<file path="config.mk">
export PLATFORM = sky130hd
export DESIGN_NAME = dual_adc_output_mux
export DESIGN_NICKNAME = d
export VERILOG_FILES = /design/src/hdl/adc_sample_pipe.v /design/src/hdl/adc_clock_shaper.v /design/src/hdl/dual_adc_output_mux.v
export VERILOG_INCLUDE_DIRS = /design/src /design/src/inc
export SDC_FILE = /design/constraint.sdc
export NUM_CORES = 1
export LEC_CHECK = 0
export ABC_AREA = 0
export BUFFER_PORTS_ARGS = -buffer_cell sky130_fd_sc_hd__clkbuf_2
export CORE_MARGIN = 2
export CORE_UTILIZATION = 55
export CTS_BUF_LIST = sky130_fd_sc_hd__clkbuf_2
export CTS_CLUSTER_SIZE = 40
export DETAILED_ROUTE_END_ITERATION = 6
export GPL_TIMING_DRIVEN = 0
export PLACE_DENSITY = 0.9
export SLEW_MARGIN = 20
export SYNTH_ARGS = -nofsm -noshare
export SYNTH_HDL_FRONTEND = slang
export SYNTH_SLANG_ARGS = --single-unit
</file>
<file path="constraint.sdc">
create_clock -name aclk -period 5.8 [get_ports aclk]
set_clock_uncertainty 0.15 [all_clocks]
set_input_delay 0.29 -clock aclk [delete_from_list [all_inputs] [get_ports aclk]]
set_output_delay 0.29 -clock aclk [all_outputs]
set_load 0.03 [all_outputs]
</file>
<file path="src/inc/adc_mux_consts.vh">
// Constants for the dual converter digital output path.
`ifndef ADC_MUX_CONSTS_VH
`define ADC_MUX_CONSTS_VH
`define ADC_WORD_W 10
`define ADC_MSB 9
`define ADC_PIPE_DEPTH 6
`define ADC_AXI_AW 4
`define REG_CTRL_OFS 4'h0
`define REG_STAT_OFS 4'h4
`define REG_CNT_OFS 4'h8
`define CTRL_FMT_BIT 0
`define CTRL_DCS_BIT 1
`define CTRL_PDA_BIT 2
`define CTRL_PDB_BIT 3
`define CTRL_OEA_BIT 4
`define CTRL_OEB_BIT 5
`define CTRL_RESET_VAL 32'h00000000
`define AXI_RESP_OKAY 2'b00
`define AXI_RESP_DECERR 2'b11
`endif

</file>
<file path="src/hdl/adc_sample_pipe.v">
// Six-stage latency pipeline for one converter channel.
`timescale 1ns/10ps
`default_nettype none
`include "adc_mux_consts.vh"
module adc_sample_pipe (
    input wire aclk,
    input wire aresetn,
    input wire sample_en,
    input wire power_down,
    input wire [`ADC_MSB:0] sample_in,
    output wire [`ADC_MSB:0] word_out
);
    reg [`ADC_MSB:0] stage_r [0:`ADC_PIPE_DEPTH-1];
    integer i;
    always @(posedge aclk)
    begin
        if (!aresetn)
        begin
            for (i = 0; i < `ADC_PIPE_DEPTH; i = i + 1)
                stage_r[i] <= 10'h000;
        end
        else if (sample_en && !power_down)
        begin
            stage_r[0] <= sample_in;
            for (i = 1; i < `ADC_PIPE_DEPTH; i = i + 1)
                stage_r[i] <= stage_r[i-1];
        end
    end
    assign word_out = stage_r[`ADC_PIPE_DEPTH-1];
endmodule // adc_sample_pipe
`default_nettype wire

</file>
<file path="src/hdl/adc_clock_shaper.v">
// Sample clock edge detector and duty cycle regenerator for one channel.
`timescale 1ns/10ps
`default_nettype none
module adc_clock_shaper (
    input wire aclk,
    input wire aresetn,
    input wire clk_pin,
    input wire stabilize,
    output wire rise_pulse,
    output wire fall_pulse,
    output reg phase_r
);
    reg sync1_r;
    reg sync2_r;
    reg prev_r;
    reg [7:0] hi_cnt_r;
    reg [7:0] per_cnt_r;
    reg [7:0] half_r;
    wire raw_rise;
    wire raw_fall;
    wire dcs_fall;
    assign raw_rise = sync2_r && !prev_r;
    assign raw_fall = !sync2_r && prev_r;
    assign dcs_fall = (per_cnt_r != 8'h00) && (hi_cnt_r == half_r);
    assign rise_pulse = raw_rise;
    assign fall_pulse = stabilize ? dcs_fall : raw_fall;
    always @(posedge aclk)
    begin
        if (!aresetn)
        begin
            sync1_r <= 1'b0;
            sync2_r <= 1'b0;
            prev_r <= 1'b0;
            hi_cnt_r <= 8'h00;
            per_cnt_r <= 8'h00;
            half_r <= 8'h00;
            phase_r <= 1'b0;
        end
        else
        begin
            sync1_r <= clk_pin;
            sync2_r <= sync1_r;
            prev_r <= sync2_r;
            if (raw_rise)
            begin
                half_r <= {1'b0, per_cnt_r[7:1]};
                per_cnt_r <= 8'h01;
                hi_cnt_r <= 8'h01;
            end
            else
            begin
                if (per_cnt_r != 8'hff)
                    per_cnt_r <= per_cnt_r + 8'h01;
                if (hi_cnt_r != 8'hff)
                    hi_cnt_r <= hi_cnt_r + 8'h01;
            end
            if (raw_rise)
                phase_r <= 1'b1;
            else if (fall_pulse)
                phase_r <= 1'b0;
        end
    end
endmodule // adc_clock_shaper
`default_nettype wire

</file>
<file path="src/hdl/dual_adc_output_mux.v">
// Digital output path of a dual 10-bit sampling converter.
//
// The AXI4-Lite interface to the registers and the register offsets were decided locally.
`timescale 1ns/10ps
`default_nettype none
`include "adc_mux_consts.vh"
//Contract
// - Each result appears on the output bus six sample clocks after sampling; the bus here takes it on the seventh rising edge.
// - Output words change just after a rising sample clock edge.
// - With the stabilizer on, the internal clock is rebuilt at 50% duty.
// - Each channel yields a 10-bit word and both may share one 10-bit bus.
// - Format select low gives offset binary words.
// - Format select high gives twos complement, the MSB inverted.
// - Swap select high routes channel A to bus A and B to bus B.
// - Swap select low routes channel A to bus B and B to bus A.
// - With the clock on swap select, own word after rise, other after fall.
// - Multiplexed buses carry interleaved words at twice the sample rate.
// - Each channel stands by on its own power-down input.
module dual_adc_output_mux (
    input wire aclk,
    input wire aresetn,
    input wire sample_clk_a,
    input wire sample_clk_b,
    input wire channel_swap_select,
    input wire [9:0] sample_a,
    input wire [9:0] sample_b,
    output reg [9:0] bus_a_out,
    output wire [9:0] bus_a_oe,
    output reg [9:0] bus_b_out,
    output wire [9:0] bus_b_oe,
    input wire [3:0] s_axi_awaddr,
    input wire s_axi_awvalid,
    output wire s_axi_awready,
    input wire [31:0] s_axi_wdata,
    input wire [3:0] s_axi_wstrb,
    input wire s_axi_wvalid,
    output wire s_axi_wready,
    output reg [1:0] s_axi_bresp,
    output reg s_axi_bvalid,
    input wire s_axi_bready,
    input wire [3:0] s_axi_araddr,
    input wire s_axi_arvalid,
    output wire s_axi_arready,
    output reg [31:0] s_axi_rdata,
    output reg [1:0] s_axi_rresp,
    output reg s_axi_rvalid,
    input wire s_axi_rready
);
    // ----------------------------------------------------------------
    // Register slave
    // ----------------------------------------------------------------
    reg [31:0] ctrl_r;
    reg aw_held_r;
    reg w_held_r;
    reg [3:0] awaddr_r;
    reg [31:0] wdata_r;
    reg [3:0] wstrb_r;
    reg [15:0] word_cnt_r;
    wire output_format_select;
    wire duty_cycle_stabilizer_enable;
    wire power_down_a;
    wire power_down_b;
    wire output_enable_n_a;
    wire output_enable_n_b;
    wire do_write;
    integer k;
    assign output_format_select = ctrl_r[`CTRL_FMT_BIT];
    assign duty_cycle_stabilizer_enable = ctrl_r[`CTRL_DCS_BIT];
    assign power_down_a = ctrl_r[`CTRL_PDA_BIT];
    assign power_down_b = ctrl_r[`CTRL_PDB_BIT];
    assign output_enable_n_a = ctrl_r[`CTRL_OEA_BIT];
    assign output_enable_n_b = ctrl_r[`CTRL_OEB_BIT];
    assign s_axi_awready = !aw_held_r && !s_axi_bvalid;
    assign s_axi_wready = !w_held_r && !s_axi_bvalid;
    assign s_axi_arready = !s_axi_rvalid;
    assign do_write = aw_held_r && w_held_r && !s_axi_bvalid;
    always @(posedge aclk)
    begin
        if (!aresetn)
        begin
            ctrl_r <= `CTRL_RESET_VAL;
            aw_held_r <= 1'b0;
            w_held_r <= 1'b0;
            awaddr_r <= 4'h0;
            wdata_r <= 32'h00000000;
            wstrb_r <= 4'h0;
            s_axi_bvalid <= 1'b0;
            s_axi_bresp <= `AXI_RESP_OKAY;
        end
        else
        begin
            if (s_axi_awvalid && s_axi_awready)
            begin
                aw_held_r <= 1'b1;
                awaddr_r <= s_axi_awaddr;
            end
            if (s_axi_wvalid && s_axi_wready)
            begin
                w_held_r <= 1'b1;
                wdata_r <= s_axi_wdata;
                wstrb_r <= s_axi_wstrb;
            end
            if (do_write)
            begin
                aw_held_r <= 1'b0;
                w_held_r <= 1'b0;
                s_axi_bvalid <= 1'b1;
                if ({awaddr_r[3:2], 2'b00} == `REG_CTRL_OFS)
                begin
                    s_axi_bresp <= `AXI_RESP_OKAY;
                    for (k = 0; k < 4; k = k + 1)
                        if (wstrb_r[k])
                            ctrl_r[k*8 +: 8] <= wdata_r[k*8 +: 8];
                end
                else if ({awaddr_r[3:2], 2'b00} == `REG_STAT_OFS ||
                         {awaddr_r[3:2], 2'b00} == `REG_CNT_OFS)
                    s_axi_bresp <= `AXI_RESP_OKAY;
                else
                    s_axi_bresp <= `AXI_RESP_DECERR;
            end
            else if (s_axi_bvalid && s_axi_bready)
                s_axi_bvalid <= 1'b0;
        end
    end

    // ----------------------------------------------------------------
    // Sample clocks and channel pipelines
    // ----------------------------------------------------------------
    wire rise_a;
    wire fall_a;
    wire phase_a;
    wire rise_b;
    wire fall_b;
    wire phase_b;
    wire [9:0] word_a;
    wire [9:0] word_b;
    reg swap_s1_r;
    reg swap_s2_r;
    reg [9:0] samp_a_s1_r;
    reg [9:0] samp_a_s2_r;
    reg [9:0] samp_b_s1_r;
    reg [9:0] samp_b_s2_r;

    adc_clock_shaper shaper_a (
        .aclk(aclk),
        .aresetn(aresetn),
        .clk_pin(sample_clk_a),
        .stabilize(duty_cycle_stabilizer_enable),
        .rise_pulse(rise_a),
        .fall_pulse(fall_a),
        .phase_r(phase_a)
    );
    adc_clock_shaper shaper_b (
        .aclk(aclk),
        .aresetn(aresetn),
        .clk_pin(sample_clk_b),
        .stabilize(duty_cycle_stabilizer_enable),
        .rise_pulse(rise_b),
        .fall_pulse(fall_b),
        .phase_r(phase_b)
    );

    always @(posedge aclk)
    begin
        if (!aresetn)
        begin
            swap_s1_r <= 1'b0;
            swap_s2_r <= 1'b0;
            samp_a_s1_r <= 10'h000;
            samp_a_s2_r <= 10'h000;
            samp_b_s1_r <= 10'h000;
            samp_b_s2_r <= 10'h000;
        end
        else
        begin
            swap_s1_r <= channel_swap_select;
            swap_s2_r <= swap_s1_r;
            samp_a_s1_r <= sample_a;
            samp_a_s2_r <= samp_a_s1_r;
            samp_b_s1_r <= sample_b;
            samp_b_s2_r <= samp_b_s1_r;
        end
    end

    adc_sample_pipe pipe_a (
        .aclk(aclk),
        .aresetn(aresetn),
        .sample_en(rise_a),
        .power_down(power_down_a),
        .sample_in(samp_a_s2_r),
        .word_out(word_a)
    );
    adc_sample_pipe pipe_b (
        .aclk(aclk),
        .aresetn(aresetn),
        .sample_en(rise_b),
        .power_down(power_down_b),
        .sample_in(samp_b_s2_r),
        .word_out(word_b)
    );

    // ----------------------------------------------------------------
    // Format, routing and output latches
    // ----------------------------------------------------------------
    reg [9:0] fmt_a;
    reg [9:0] fmt_b;
    reg swap_prev_r;
    wire upd_a;
    wire upd_b;
    always @*
    begin
        fmt_a = word_a;
        fmt_b = word_b;
        if (output_format_select)
        begin
            fmt_a[`ADC_MSB] = ~word_a[`ADC_MSB];
            fmt_b[`ADC_MSB] = ~word_b[`ADC_MSB];
        end
    end
    assign upd_a = rise_a || rise_b || (swap_s2_r != swap_prev_r);
    assign upd_b = upd_a;
    always @(posedge aclk)
    begin
        if (!aresetn)
        begin
            swap_prev_r <= 1'b0;
            bus_a_out <= 10'h000;
            bus_b_out <= 10'h000;
            word_cnt_r <= 16'h0000;
        end
        else
        begin
            swap_prev_r <= swap_s2_r;
            if (upd_a)
            begin
                bus_a_out <= swap_s2_r ? fmt_a : fmt_b;
                bus_b_out <= swap_s2_r ? fmt_b : fmt_a;
            end
            if (rise_a)
                word_cnt_r <= word_cnt_r + 16'h0001;
        end
    end
    assign bus_a_oe = {10{~output_enable_n_a}};
    assign bus_b_oe = {10{~output_enable_n_b}};

    // ----------------------------------------------------------------
    // Register read
    // ----------------------------------------------------------------
    always @(posedge aclk)
    begin
        if (!aresetn)
        begin
            s_axi_rvalid <= 1'b0;
            s_axi_rdata <= 32'h00000000;
            s_axi_rresp <= `AXI_RESP_OKAY;
        end
        else if (s_axi_arvalid && s_axi_arready)
        begin
            s_axi_rvalid <= 1'b1;
            s_axi_rresp <= `AXI_RESP_OKAY;
            case (s_axi_araddr[3:2])
                2'h0: s_axi_rdata <= ctrl_r;
                2'h1: s_axi_rdata <= {28'h0000000, phase_b, phase_a,
                                      fall_a | fall_b, swap_s2_r};
                2'h2: s_axi_rdata <= {16'h0000, word_cnt_r};
                default:
                begin
                    s_axi_rdata <= 32'h00000000;
                    s_axi_rresp <= `AXI_RESP_DECERR;
                end
            endcase
        end
        else if (s_axi_rvalid && s_axi_rready)
            s_axi_rvalid <= 1'b0;
    end
endmodule // dual_adc_output_mux
`default_nettype wire

</file>
* Yosys cells after proc, flatten, opt, wreduce, memory -nomap -nowiden *
Memories as Yosys holds them, arrays and structs flattened.
Index checks and enable logic that the tools add are counted.

word-level totals
  register bits after elaboration = 245
  memory bits (writable) = 120
  input port bits = 74
  output and inout bits = 81
  logic and storage cells = 173
  memories = 2

memories
  memory          words  width  read ports  clocked after Yosys merged registers in  wr ports  RTL line              RTL
  pipe_a.stage_r  6      10     6           0                                        6         adc_sample_pipe.v:13  reg [`ADC_MSB:0] stage_r [0:`ADC_PIPE_DEPTH-1];
  pipe_b.stage_r  6      10     6           0                                        6         adc_sample_pipe.v:13

operators by class
  $add $sub $neg = 5
  eq/ne operators = 11
  mux-type cells = 45
  bitwise gates (word level) = 18
  reduce and logical (&&, ||, !) cells = 50

operator list
  operator               number
  $mux 10                14
  $pmux 32 s3            1
  $add 8x1->8 const B    4
  $ne 8x8->1 const B     4
  $mux 1                 27
  $logic_and 1x1->1      17
  $add 16x1->16 const B  1
  $eq 8x7->1             2
  $reduce_bool 2->1      8
  $reduce_bool 8->1      2
  $or 1x1->1             13
  $reduce_and 3->1       4
  $logic_not 1->1        10
  $mux 2                 3
  $reduce_or 2->1        3
  $not 1->1              5
  $eq 2x1->1 const B     2
  $eq 2x2->1 const B     2
  $logic_not 2->1        2
  $logic_or 1x1->1       3
  $reduce_or 3->1        1
  $ne 1x1->1             1

* Depth between registers and ports, before layout *
  depth in word-level cells = 7
  depth in mapped cells = 7
  mapped depth without buffers = 6

* Cells and area by module *
Synthesis repeated with hierarchy kept, for this count alone.

second synthesis, totals
  cells, all modules = 1311
  area total of the unflattened synthesis = 14274.9 µm²

modules (own cells, without submodules)
  module               instances  cells an instance  area an instance (µm²)  seq. area each (µm²)
  dual_adc_output_mux  1          753                7168.1                  3743.6
  adc_sample_pipe      2          134                2313.5                  1801.7
  adc_clock_shaper     2          145                1239.9                  540.5

* Worst setup path before layout *
OpenSTA, ideal clock, no wires.

  path type = register to register
  from = register shaper_a.prev_r
  to = memory pipe_a.stage_r[0][0] (netlist name), enable pin
  arrival time = 4.974 ns
  data required time = 5.089 ns
  setup slack = 0.115 ns
  stages on the path, launching flop included = 4
  path through = dfxtp_1 nand2b_1 clkbuf_1 o21ai_0

RTL lines
  item                    RTL line               RTL
  from (decl)             adc_clock_shaper.v:15  reg prev_r;
  from (signal assigned)  adc_clock_shaper.v:43  prev_r <= sync2_r;
  to (decl)               adc_sample_pipe.v:13

* Worst setup path after layout *
  from = register s_axi_bvalid
  to = register wdata_r[14]

on the way
  longest elaborated chain between the ends = 3

RTL lines
  item                    RTL line                   RTL
  from (decl)             dual_adc_output_mux.v:39   output reg s_axi_bvalid,
  from (signal assigned)  dual_adc_output_mux.v:87   s_axi_bvalid <= 1'b0;
  from (signal assigned)  dual_adc_output_mux.v:107  s_axi_bvalid <= 1'b1;
  from (signal assigned)  dual_adc_output_mux.v:122  s_axi_bvalid <= 1'b0;
  $logic_not 1->1         dual_adc_output_mux.v:74   assign s_axi_wready = !w_held_r && !s_axi_bvalid;
  $logic_and 1x1->1       dual_adc_output_mux.v:74
  $logic_and 1x1->1       dual_adc_output_mux.v:97   if (s_axi_wvalid && s_axi_wready)
  to (signal assigned)    dual_adc_output_mux.v:100  wdata_r <= s_axi_wdata;
  to (decl)               dual_adc_output_mux.v:56   reg [31:0] wdata_r;

Every way passes these cells.
A chain may end at the register's enable or synchronous reset.

==> results.yml <==
grt:
  grt_usage_pct: 34.6
  overflow: 0
  grt_max_degree: 30
  grt_pass1_vias: 12600
  antenna_found_initial: 18
  grt_pass1_wl_um: 68500
yosys:
  synth_top_cell_by_area: "dfxtp_1"
  yosys_register_bits: 361
  ys.flop_type: "dfxtp_1"
  synth-edff-count: 120
  netlist_area_mm2: 0.0138
  syn_nets: 1354
  avgSynthCellArea_um2: 10.8
  ys_top_cells_by_count: "dfxtp_1 (241), and2_1 (173), nor2_1 (132)"
  ys.warnings.count: 0
  ys_seq_area_share_pct: 61.0
  synth_cell_type_count: 49
  synth_top_area_share_pct: 34.9
  syn_inst: 1273
  yosysMostFrequentCell: "dfxtp_1"
  synth_area_leaders: "dfxtp_1 (35%), edfxtp_1 (26%), and2_1 (7.8%)"
  synth-async-reset-ratio_pct: 0
pwr:
  netSwitchingPower_mw: 1.47
  clkPwrFrac_pct: 35.2
  ir_drop_uv: 168
  p_total_mw: 5.05
  p_int_mw: 3.57
  switching_share_pct: 29.2
  power.density_mw_per_mm2: 287
  seqPwrFrac_pct: 55.1
  power_frac_comb_pct: 9.8
  p_leak_nw: 7.42
floorplan:
  die_x_um: 162
  die_area_mm2: 0.0264
  die_h_um: 162
  start_util_pct: 56.5
  pin_count: 155
  row_count: 57
  core_area_mm2: 0.0245
setup_path:
  crit_buf_inv: 4
  crit_path_end_kind: "register"
  cp_data_required_time_ps: 6580
  crit_chain: "nor2_1 -> and2_1 -> buf_2 -> buf_2 -> nand2_1 -> dlygate4sd3_1 -> a21oi_1 -> dlygate4sd3_1"
  path_delay_family: "buffers and inverters"
  crit_type: "register to register"
  slowest_delay_ps: 720
  cp.arrival_ps: 3820
  cp_max_fo: 10
  crit_slowest_cell: "dlygate4sd3_1"
  startpoint_type: "register"
detailed_routing:
  ant_nets: 0
  via_count: 12300
  drt_wl_total_um: 44000
  drtPass1Iterations: 7
  drtIter0Drc: 2168
  vias_per_cell: 5.91
  wl_per_cell_um: 21.1
  drc: 60
cts:
  cts_buffers: 86
  cts_tree: "yes"
  htree_levels: 3
  cts_max_path_buffers: 3
  cts_resized: 0
  cts_root_buf: "clkbuf_2"
  insertion_delay_ps: 1010
  path_clk_slew_ps: 220
  cts.sinks: 361
sta:
  drv_slew: 0
  finalSetupViolations: 0
  post-route-period-util_pct: 52.4
  fin_crit_ps: 3040
  slew_headroom_pct: 27.9
  worst_slew_pin_slew_ps: 1050
  timing.fmax_ghz: 0.329
  hold_viol: 2
  holdWs_ps: -22.4
  rsz0062_at_grt: "false"
final_layout:
  fill_cells: 1426
  area_growth_syn_to_layout_pct: 27.4
  drive_gt1_share_pct: 20.6
  multi_input_area_mm2: 0.00492
  final_nets: 1759
  regArea_mm2: 0.00843
flow_run:
  drv_cap: 0
status:
  status: "finished, violations left"
  violations: "design-rule violations, negative hold slack"
placement:
  io_buffers: 149
  place.gp.congestion: 0.833
  hpwl_um: 20400
min_path:
  hold_class: "primary input to register"
## per-stage QoR
step / utilization [%] / setup WS [ps] / cells / area [um^2] / setup TNS (ps)
floorplan: - / 115 / 1273 / 13800 / 0
global placement: 61.2 / -1390 / 1746 / 15000 / -141660
detailed placement: 61.7 / 2970 / 1750 / 15100 / 0
CTS: 71.8 / 3160 / 2072 / 17600 / 0
global route: 71.8 / 2660 / 2077 / 17600 / 0
finish: 71.9 / 2760 / 2086 / 17600 / 0
## worst register-to-register path: cells and delay by family, from the launching register on
kind / cells / cell delay, ps
flip-flops: 1 / 390
AO/OA/AOI/OAI: 1 / 140
AND/OR/NAND/NOR: 3 / 550
buffers and inverters: 4 / 1900
## cells in the final DEF (no fill, tap or decap), drive strengths merged, types with 29 or more instances in the layout
cell type,n
buf,50
a22oi,29
nor2,132
a21oi,72
clkbuf,321
mux2i,66
dfxtp,241
dlygate4sd3,164
xor2,29
edfxtp,120
nand2,125
and2,173
## what timing repair did
item                                   in CTS  in global routing
endpoints found under the hold margin     109                  0
hold buffers                              164                  0
buffers inserted                            0                  0
## layer usage
metal | up-vias | global-route usage (%) | routed length (um)
li1 | 5209 | - | -
met1 | 5558 | 33.8 | 14100
met2 | 1088 | 53.3 | 19700
met3 | 457 | 21.2 | 5890
met4 | 12 | 25.6 | 4200
met5 | - | 2.65 | 125
## kinds of logic (layout without fill, tap and decap cells)
family | Yosys count | after routing | share of synthesized area [%]
xor+xnor | 40 | 40 | 2.54
flops | 361 | 361 | 61.0
mux | 76 | 76 | 5.60
simple gates | 531 | 531 | 19.7
compound gates | 157 | 157 | 7.01
buf+inv | 101 | 576 | 3.52
fa+ha+maj | 7 | 7 | 0.634
other cells | 0 | 14 | 0
## flip-flops by register name, indices dropped and copies added, names as in the netlist, 10 cells and up
register	flops
s_axi_rdata	32
bus_a_out	10
pipe_b.stage_r	60
samp_a_s2_r	10
bus_b_out	10
samp_b_s2_r	10
samp_a_s1_r	10
wdata_r	32
samp_b_s1_r	10
word_cnt_r	16
pipe_a.stage_r	60
ctrl_r	32
## path summary, 6_finish.rpt
| check | from | end | slack, ps | depth (start not counted) |
|---|---|---|---|---|
| max | s_axi_bvalid$_SDFFE_PN0P_ | wdata_r[14]$_SDFFE_PN0P_ | 2760 | 8 |
| min | s_axi_wdata[29] | wdata_r[29]$_SDFFE_PN0P_ | -20 | 4 |
| max reg2reg | s_axi_bvalid$_SDFFE_PN0P_ | wdata_r[14]$_SDFFE_PN0P_ | 2760 | 8 |
| min reg2reg | samp_a_s1_r[9]$_SDFF_PN0_ | samp_a_s2_r[9]$_SDFF_PN0_ | 270 | 1 |
## power groups by stage
stage / Sequential [mW] / Combinational (mW) / Clock, mW
after floorplan: 2.84 / 0.190 / 0
after global routing: 2.79 / 0.516 / 1.89
final: 2.78 / 0.492 / 1.78
after CTS: 2.76 / 0.435 / 1.69
after global placement: 2.82 / 0.316 / 0
after detailed placement: 2.82 / 0.341 / 0
## cell type report
class                           count  area share, %
Sequential cell                   361           47.9
Multi-Input combinational cell    811           28.0
Timing Repair Buffer              317           14.2
Clock buffer                      130           3.70
Buffer                             88           2.48
Tap cell                          324           2.30
Clock inverter                     28          0.967
Inverter                           13          0.277
Antenna cell                       14          0.199
(Power assumes the default switching activity.)
